$ cat config.mk
export PLATFORM = sky130hd
export DESIGN_NAME = ata_ext_write_cmd_decode
export DESIGN_NICKNAME = d
export VERILOG_FILES = /design/src/hdl/ata_ext_write_cmd_decode.v /design/src/hdl/taskfile_pair.v
export VERILOG_INCLUDE_DIRS = /design/src /design/src/hdl
export SDC_FILE = /design/constraint.sdc
export NUM_CORES = 1
export LEC_CHECK = 0
export ABC_AREA = 1
export BUFFER_PORTS_ARGS = -buffer_cell sky130_fd_sc_hd__buf_2
export CORE_UTILIZATION = 25
export CTS_BUF_LIST = sky130_fd_sc_hd__clkbuf_8
export DETAILED_ROUTE_END_ITERATION = 10
export GPL_TIMING_DRIVEN = 1
export PLACE_DENSITY = 0.45
export SKIP_LAST_GASP = 1
export SLEW_MARGIN = 20
export SYNTH_ARGS = -nofsm -noshare
export SYNTH_HDL_FRONTEND = slang
export SYNTH_SLANG_ARGS = --single-unit
$ cat constraint.sdc
create_clock -name clk_sys -period 5.45 [get_ports clk_sys]
set_clock_uncertainty 0.15 [all_clocks]
set_input_delay 0.8175 -clock clk_sys [delete_from_list [all_inputs] [get_ports clk_sys]]
set_output_delay 0.8175 -clock clk_sys [all_outputs]
set_load 0.05 [all_outputs]
$ cat src/hdl/ata_ext_write_map.vh
`ifndef ATA_EXT_WRITE_MAP_VH
`define ATA_EXT_WRITE_MAP_VH

// Taskfile addresses, host write side
`define TF_FEATURE        3'h1
`define TF_COUNT          3'h2
`define TF_SECNUM         3'h3
`define TF_CYLLO          3'h4
`define TF_CYLHI          3'h5
`define TF_DEVICE         3'h6
`define TF_COMMAND        3'h7
// Taskfile addresses, host read side
`define TF_ERROR          3'h1
`define TF_STATUS         3'h7

// Command codes
`define CMD_WRITE_EXT     8'h34
`define CMD_WRITE_STREAM  8'h3A

// Feature byte fields
`define FEAT_URGENT       7
`define FEAT_WCONT        6
`define FEAT_FLUSH        5
`define FEAT_HSE          4
`define FEAT_SID_HI       2
`define FEAT_SID_LO       0

// Status bit positions
`define ST_BSY            7
`define ST_RDY            6
`define ST_SE             5
`define ST_DRQ            3
`define ST_ERR            0

// Error bit positions
`define ER_CRC            7
`define ER_IDN            4
`define ER_ABT            2
`define ER_CCTO           0

// Reset values and sizes
`define ERROR_RESET       8'h00
`define WORDS_PER_SECTOR  256
`define COUNT_ZERO_LOAD   17'h1_0000

`endif

$ cat src/hdl/ata_ext_write_cmd_decode.v
`include "ata_ext_write_map.vh"
`default_nettype none

module ata_ext_write_cmd_decode #(
  parameter WPS = `WORDS_PER_SECTOR
) (
  input  wire        clk_sys,
  input  wire        rstn,
  input  wire        tf_wr,
  input  wire [2:0]  tf_addr,
  input  wire [7:0]  tf_wdata,
  input  wire [2:0]  tf_rd_addr,
  output reg  [7:0]  tf_rdata,
  input  wire        hob,
  input  wire        host_wvalid,
  input  wire [15:0] host_wdata,
  output wire        host_wready,
  output reg         media_wvalid,
  output reg  [15:0] media_wdata,
  input  wire        media_wready,
  input  wire        err_crc,
  input  wire        err_idnf,
  input  wire        err_abort,
  input  wire        cct_expired,
  output wire        busy,
  output wire        dma_mode,
  output wire        urgent,
  output wire        resume_stream_err,
  output wire [2:0]  stream_id,
  output wire [47:0] start_lba,
  output wire        flush_req,
  input  wire        flush_done,
  output reg         cmd_done,
  output reg         log_icrc,
  output reg         log_idnf,
  output reg         log_abrt,
  output reg         log_ccto
);

  localparam [2:0]  S_IDLE    = 3'b001;
  localparam [2:0]  S_XFER    = 3'b010;
  localparam [2:0]  S_FLUSH   = 3'b100;
  localparam integer LAST_WORD_I = WPS - 1;
  localparam [15:0]  LAST_WORD   = LAST_WORD_I[15:0];

  reg  [2:0]  state_r;
  reg  [7:0]  cmd_r;
  reg  [16:0] remaining_r;
  reg  [15:0] word_cnt_r;
  reg  [47:0] cur_lba_r;
  reg  [47:0] fail_lba_r;
  reg         fail_valid_r;
  reg         err_r;
  reg         se_r;
  reg  [7:0]  error_r;
  reg  [7:0]  dev_r;

  wire [7:0]  feat_cur;
  wire [7:0]  cnt_cur;
  wire [7:0]  cnt_prev;
  wire [7:0]  sn_cur;
  wire [7:0]  sn_prev;
  wire [7:0]  cl_cur;
  wire [7:0]  cl_prev;
  wire [7:0]  ch_cur;
  wire [7:0]  ch_prev;

  wire        idle      = state_r == S_IDLE;
  wire        in_xfer   = state_r == S_XFER;
  wire        tf_take   = tf_wr && idle;
  wire        cmd_take  = tf_take && tf_addr == `TF_COMMAND;
  wire        is_stream = cmd_r == `CMD_WRITE_STREAM;
  wire        wcont     = is_stream && feat_cur[`FEAT_WCONT];
  wire [15:0] count16   = {cnt_prev, cnt_cur};
  wire        word_take = host_wvalid && host_wready;
  wire        sec_done  = word_take && word_cnt_r == LAST_WORD;
  wire        last_sec  = remaining_r == 17'h0_0001;
  wire        any_err   = in_xfer && (err_crc || err_idnf || err_abort);
  wire        cct_stop  = is_stream && cct_expired && !idle;
  wire        err_stop  = any_err && !wcont;
  wire        logged    = log_icrc || log_idnf || log_abrt;

  // Taskfile byte pairs, written only while no command runs
  taskfile_pair u_feat (
    .clk_sys (clk_sys),
    .rstn    (rstn),
    .wr      (tf_take && tf_addr == `TF_FEATURE),
    .wdata   (tf_wdata),
    .cur     (feat_cur),
    .prev    ()
  );
  taskfile_pair u_cnt (
    .clk_sys (clk_sys),
    .rstn    (rstn),
    .wr      (tf_take && tf_addr == `TF_COUNT),
    .wdata   (tf_wdata),
    .cur     (cnt_cur),
    .prev    (cnt_prev)
  );
  taskfile_pair u_sn (
    .clk_sys (clk_sys),
    .rstn    (rstn),
    .wr      (tf_take && tf_addr == `TF_SECNUM),
    .wdata   (tf_wdata),
    .cur     (sn_cur),
    .prev    (sn_prev)
  );
  taskfile_pair u_cl (
    .clk_sys (clk_sys),
    .rstn    (rstn),
    .wr      (tf_take && tf_addr == `TF_CYLLO),
    .wdata   (tf_wdata),
    .cur     (cl_cur),
    .prev    (cl_prev)
  );
  taskfile_pair u_ch (
    .clk_sys (clk_sys),
    .rstn    (rstn),
    .wr      (tf_take && tf_addr == `TF_CYLHI),
    .wdata   (tf_wdata),
    .cur     (ch_cur),
    .prev    (ch_prev)
  );

  assign start_lba = {ch_prev, cl_prev, sn_prev, ch_cur, cl_cur, sn_cur};
  assign busy      = !idle;
  assign dma_mode  = !idle && is_stream;
  assign urgent    = !idle && is_stream && feat_cur[`FEAT_URGENT];
  assign resume_stream_err = !idle && is_stream && feat_cur[`FEAT_HSE];
  assign stream_id = feat_cur[`FEAT_SID_HI:`FEAT_SID_LO];
  assign flush_req = state_r == S_FLUSH;
  // One word per beat, stalled while the media side holds a word
  assign host_wready = in_xfer && (!media_wvalid || media_wready);

  always @(posedge clk_sys or negedge rstn) begin
    if (!rstn) begin
      dev_r <= 8'h00;
    end else if (tf_take && tf_addr == `TF_DEVICE) begin
      dev_r <= tf_wdata;
    end
  end

  // Word forwarding toward the media path
  always @(posedge clk_sys or negedge rstn) begin
    if (!rstn) begin
      media_wvalid <= 1'b0;
      media_wdata  <= 16'h0000;
    end else if (word_take) begin
      media_wvalid <= 1'b1;
      media_wdata  <= host_wdata;
    end else if (media_wready) begin
      media_wvalid <= 1'b0;
    end
  end

  // Command sequencer
  always @(posedge clk_sys or negedge rstn) begin
    if (!rstn) begin
      state_r      <= S_IDLE;
      cmd_r        <= 8'h00;
      remaining_r  <= 17'h0_0000;
      word_cnt_r   <= 16'h0000;
      cur_lba_r    <= 48'h0000_0000_0000;
      fail_lba_r   <= 48'h0000_0000_0000;
      fail_valid_r <= 1'b0;
      err_r        <= 1'b0;
      se_r         <= 1'b0;
      error_r      <= `ERROR_RESET;
      cmd_done     <= 1'b0;
      log_icrc     <= 1'b0;
      log_idnf     <= 1'b0;
      log_abrt     <= 1'b0;
      log_ccto     <= 1'b0;
    end else begin
      cmd_done <= 1'b0;
      case (state_r)
        S_IDLE: begin
          if (cmd_take) begin
            cmd_r        <= tf_wdata;
            word_cnt_r   <= 16'h0000;
            cur_lba_r    <= start_lba;
            fail_valid_r <= 1'b0;
            err_r        <= 1'b0;
            se_r         <= 1'b0;
            error_r      <= `ERROR_RESET;
            log_icrc     <= 1'b0;
            log_idnf     <= 1'b0;
            log_abrt     <= 1'b0;
            log_ccto     <= 1'b0;
            remaining_r  <= (count16 == 16'h0000) ? `COUNT_ZERO_LOAD
                                                  : {1'b0, count16};
            if (tf_wdata == `CMD_WRITE_EXT ||
                tf_wdata == `CMD_WRITE_STREAM) begin
              state_r <= S_XFER;
            end else begin
              err_r             <= 1'b1;
              error_r[`ER_ABT]  <= 1'b1;
              cmd_done          <= 1'b1;
            end
          end
        end
        S_XFER: begin
          if (cct_stop) begin
            state_r  <= S_IDLE;
            cmd_done <= 1'b1;
            if (wcont) begin
              se_r     <= 1'b1;
              log_ccto <= 1'b1;
            end else begin
              err_r             <= 1'b1;
              error_r[`ER_CCTO] <= 1'b1;
            end
          end else if (err_stop) begin
            state_r      <= S_IDLE;
            cmd_done     <= 1'b1;
            err_r        <= 1'b1;
            fail_lba_r   <= cur_lba_r;
            fail_valid_r <= 1'b1;
            error_r[`ER_CRC] <= is_stream && err_crc;
            error_r[`ER_IDN] <= err_idnf;
            error_r[`ER_ABT] <= err_abort || (!is_stream && err_crc);
          end else begin
            if (any_err) begin
              log_icrc <= log_icrc || err_crc;
              log_idnf <= log_idnf || err_idnf;
              log_abrt <= log_abrt || err_abort;
              if (!fail_valid_r) begin
                fail_lba_r   <= cur_lba_r;
                fail_valid_r <= 1'b1;
              end
            end
            if (word_take) begin
              word_cnt_r <= sec_done ? 16'h0000 : word_cnt_r + 16'h0001;
            end
            if (sec_done) begin
              cur_lba_r   <= cur_lba_r + 48'h0000_0000_0001;
              remaining_r <= remaining_r - 17'h0_0001;
              if (last_sec) begin
                if (is_stream && feat_cur[`FEAT_FLUSH]) begin
                  state_r <= S_FLUSH;
                end else begin
                  state_r  <= S_IDLE;
                  cmd_done <= 1'b1;
                  se_r     <= logged || any_err;
                end
              end
            end
          end
        end
        S_FLUSH: begin
          if (cct_stop) begin
            state_r  <= S_IDLE;
            cmd_done <= 1'b1;
            if (wcont) begin
              se_r     <= 1'b1;
              log_ccto <= 1'b1;
            end else begin
              err_r             <= 1'b1;
              error_r[`ER_CCTO] <= 1'b1;
            end
          end else if (flush_done) begin
            state_r  <= S_IDLE;
            cmd_done <= 1'b1;
            se_r     <= logged;
          end
        end
        default: begin
          state_r <= S_IDLE;
        end
      endcase
    end
  end

  // Registered taskfile read path
  always @(posedge clk_sys or negedge rstn) begin
    if (!rstn) begin
      tf_rdata <= 8'h00;
    end else begin
      case (tf_rd_addr)
        `TF_ERROR:  tf_rdata <= error_r;
        `TF_COUNT:  tf_rdata <= hob ? cnt_prev : cnt_cur;
        `TF_SECNUM: tf_rdata <= fail_valid_r ?
                      (hob ? fail_lba_r[31:24] : fail_lba_r[7:0]) :
                      (hob ? sn_prev : sn_cur);
        `TF_CYLLO:  tf_rdata <= fail_valid_r ?
                      (hob ? fail_lba_r[39:32] : fail_lba_r[15:8]) :
                      (hob ? cl_prev : cl_cur);
        `TF_CYLHI:  tf_rdata <= fail_valid_r ?
                      (hob ? fail_lba_r[47:40] : fail_lba_r[23:16]) :
                      (hob ? ch_prev : ch_cur);
        `TF_DEVICE: tf_rdata <= dev_r;
        `TF_STATUS: tf_rdata <= {busy, 1'b1, se_r, 1'b0,
                                 in_xfer && !is_stream, 2'b00, err_r};
        default:    tf_rdata <= 8'h00;
      endcase
    end
  end

endmodule // ata_ext_write_cmd_decode

`default_nettype wire

$ cat src/hdl/taskfile_pair.v
`default_nettype none

// One taskfile byte with its current and previous (older) contents
module taskfile_pair (
  input  wire       clk_sys,
  input  wire       rstn,
  input  wire       wr,
  input  wire [7:0] wdata,
  output reg  [7:0] cur,
  output reg  [7:0] prev
);

  always @(posedge clk_sys or negedge rstn) begin
    if (!rstn) begin
      cur  <= 8'h00;
      prev <= 8'h00;
    end else if (wr) begin
      prev <= cur;
      cur  <= wdata;
    end
  end

endmodule // taskfile_pair

`default_nettype wire

==> impl_metrics.json <==
{
  "status": "finished, final reports clean",
  "clk_latency_ps": 630,
  "hold_viol": 0,
  "cts-buffers-inserted": 47,
  "rr_startpoint": "state_r[0]",
  "cp-startpoint": "state_r[0]",
  "grt_use_total_pct": 18.67,
  "cts_num_sinks": 256,
  "tns_ps": 0,
  "reg2reg_depth": 6,
  "fmax_mhz": 281.7,
  "critPathMaxFanout": 76,
  "power_frac_comb_pct": 25.9,
  "start_kind": "flip-flop",
  "drc": 0,
  "grt_pass1_vias": 12940,
  "syn_avg_cell_area_um2": 7.061,
  "drt_first_pass_iters": 5,
  "synthesis.nets": 2023,
  "setup_violations": 0,
  "path_class": "flip-flop to primary output",
  "drive_above_1_share_pct": 10.78,
  "die_w_um": 238.4,
  "cts-root-buf": "clkbuf_8",
  "final_nets": 2133,
  "wl_per_cell_um": 18.35,
  "htreeDepth": 2,
  "r2r-end": "word_cnt_r[15]",
  "holdWs_ps": 27.77,
  "peakVddDrop_mv": 0.1626,
  "grt_max_degree": 108,
  "ys_seq_elements": 256,
  "dpl.hpwl_um": 37470,
  "final.min_clock_period_ps": 3550,
  "start_util_pct": 25.35,
  "cp-endpoint": "host_wready",
  "drt_iter0_drc": 949,
  "io_pins": 128,
  "synth-warning-count": 0,
  "core_um2": 55090,
  "area_growth_pct": 16.34,
  "grt_pass1_wl_um": 79900,
  "dieArea_um2": 56810,
  "p_int_mw": 3.655,
  "tightest_slew_ps": 1011,
  "synthArstFlopShare_pct": 100.0,
  "power_frac_seq_pct": 42.4,
  "cts_resized": 0,
  "netlist_instances": 1978,
  "syn-cell-area_um2": 13970,
  "overflow": 0,
  "ys_types": 42,
  "totalWireLength_um": 52740,
  "finalMaxSlewViolations": 0,
  "postRouteAntennaNets": 0,
  "cts_tree": "done",
  "clk_pin_slew_ps": 60,
  "clkPwrFrac_pct": 31.7,
  "endpoint_kind": "primary output",
  "relSlewSlack_pct": 32.60,
  "leakage_nw": 7.729,
  "period_share_pct": 65.15,
  "avgViaCountPerCell": 4.685,
  "fill_cells": 6134,
  "portBuffers": 127,
  "cap_viol_max_count": 0,
  "power.density_nw_per_um2": 371.9,
  "synth_edf_count": 0,
  "synth-main-ff-cell": "dfrtp_1",
  "seq_area_frac_synth_pct": 45.88,
  "die_h_um": 238.4,
  "p_sw_share_pct": 39.50,
  "rows": 86,
  "clockBufferDepth": 3,
  "num_vias": 13470,
  "holdCritPathClass": "input port to async pin",
  "post-route-util_pct": 29.49,
  "post_cts_buffers": 0,
  "antenna_found_initial": 3,
  "r2r_slack_ps": 2030,
  "cts_hold_buf": 0,
  "switchingPower_mw": 2.387,
  "worst-endpoint-required_ps": 4480,
  "gp_routability_congestion": 0.8960,
  "rsz0062_at_grt": "no",
  "cp_data_arrival_time_ps": 2580
}
metal layers:
layer  global-route usage (%)  up-vias  part of all wire [%]
met3                    3.390       73                   6.1
met1                    25.13     6432                    45
met5                        0        -                     0
met2                    29.88      377                    46
met4                    6.643        0                   2.9
li1                         -     6588                     -
flip-flops by register name (all words and copies together), names as in the netlist, 3 cells and up:
| register | flops |
|---|---|
| cmd_r | 8 |
| cur_lba_r | 48 |
| dev_r | 8 |
| error_r | 4 |
| fail_lba_r | 48 |
| media_wdata | 16 |
| remaining_r | 17 |
| state_r | 3 |
| tf_rdata | 8 |
| u_ch.cur | 8 |
| u_ch.prev | 8 |
| u_cl.cur | 8 |
| u_cl.prev | 8 |
| u_cnt.cur | 8 |
| u_cnt.prev | 8 |
| u_feat.cur | 7 |
| u_sn.cur | 8 |
| u_sn.prev | 8 |
| word_cnt_r | 16 |
final cells by class:
class / count / area [um2] / share of cell area (%)
multi-input cells: 1454 / 6484 / 39.90
flip-flops and latches: 256 / 6407 / 39.43
well taps: 748 / 935.9 / 5.760
clock buffers: 59 / 812.0 / 4.998
repair buffers: 139 / 748.2 / 4.605
inverters: 190 / 713.2 / 4.389
clock inverters: 27 / 142.6 / 0.8779
diodes: 2 / 5.005 / 0.03080
placed cells by master (no fill, tap or decap), types with 2 or more instances in the layout:
master	count
nand3b_1	2
clkbuf_8	59
buf_2	126
dfrtp_1	255
ha_1	4
a21oi_1	46
xnor2_1	3
inv_1	201
o21ai_0	279
nor4_1	3
nand3_1	122
o211ai_1	2
diode_2	2
a22oi_1	7
xor2_1	20
nand4_1	31
o21ai_1	17
nor2_1	209
inv_2	5
a221oi_1	2
nor2_4	2
buf_4	11
clkinv_2	9
nand3_4	3
a211oi_1	2
nand2_1	669
or2_2	2
nor3_1	16
critical path, stage by stage (launching register included):
cell     delay (ps)
dfstp_2         580
inv_2            60
nand3_4         140
buf_4           790
nor2_1          130
buf_2           260
power by group through the flow:
| stage | Sequential, mW | Clock, mW | Combinational [mW] |
|---|---|---|---|
| floorplan | 2.82 | 0 | 0.740 |
| global placement | 2.58 | 0 | 1.56 |
| detailed placement | 2.59 | 0 | 1.57 |
| CTS | 2.56 | 1.97 | 1.58 |
| global route | 2.61 | 2.05 | 1.74 |
| finish | 2.56 | 1.91 | 1.57 |
cell families after synthesis:
family          Yosys count  synth area share, %
xor+xnor                 23                1.442
fa+ha+maj                 4               0.3584
flops                   256                45.88
compound gates          360                13.25
simple gates           1067                31.30
buf+inv                 268                7.767
cell usage after synthesis (4+ instances only):
cell | count | area, um2
dfrtp_1 | 255 | 6381
inv_1 | 185 | 694.4
buf_4 | 12 | 90.09
ha_1 | 4 | 50.05
buf_2 | 8 | 40.04
nand4_1 | 31 | 193.9
o21ai_0 | 279 | 1396
a21oi_1 | 46 | 230.2
clkbuf_1 | 49 | 183.9
xor2_1 | 20 | 175.2
nor2_1 | 209 | 784.5
inv_2 | 5 | 18.77
nand3_1 | 122 | 610.6
o21ai_1 | 17 | 85.08
nand2_1 | 669 | 2511
a22oi_1 | 7 | 52.55
buf_1 | 5 | 18.77
nor3_1 | 17 | 85.08
through the flow:
step / std cells / cell area, um2 / worst slack (ps) / power (mW)
6_report: 2875 / 16250 / 1900 / 6.042
5_1_grt: 2873 / 16240 / 1685 / 6.398
4_1_cts: 2873 / 16240 / 1812 / 6.115
3_5_place_dp: 2787 / 15290 / 2021 / 4.163
3_3_place_gp: 2787 / 15280 / 2077 / 4.144
2_1_floorplan: 1978 / 13970 / 2123 / 3.563
worst min path at each step:
stage                     from               to  slack (ps)  cells past startpoint
3_5_place_dp   media_wdata[14]  media_wdata[14]         310                      2
2_1_floorplan    fail_lba_r[0]    fail_lba_r[0]         300                      2
4_1_cts                   rstn    cur_lba_r[45]          80                      1
3_3_place_gp    media_wdata[4]   media_wdata[4]         310                      2
6_report                  rstn    cur_lba_r[13]          30                      1
5_1_grt                   rstn    cur_lba_r[45]          90                      1
Power figures use the tool's default switching activity.
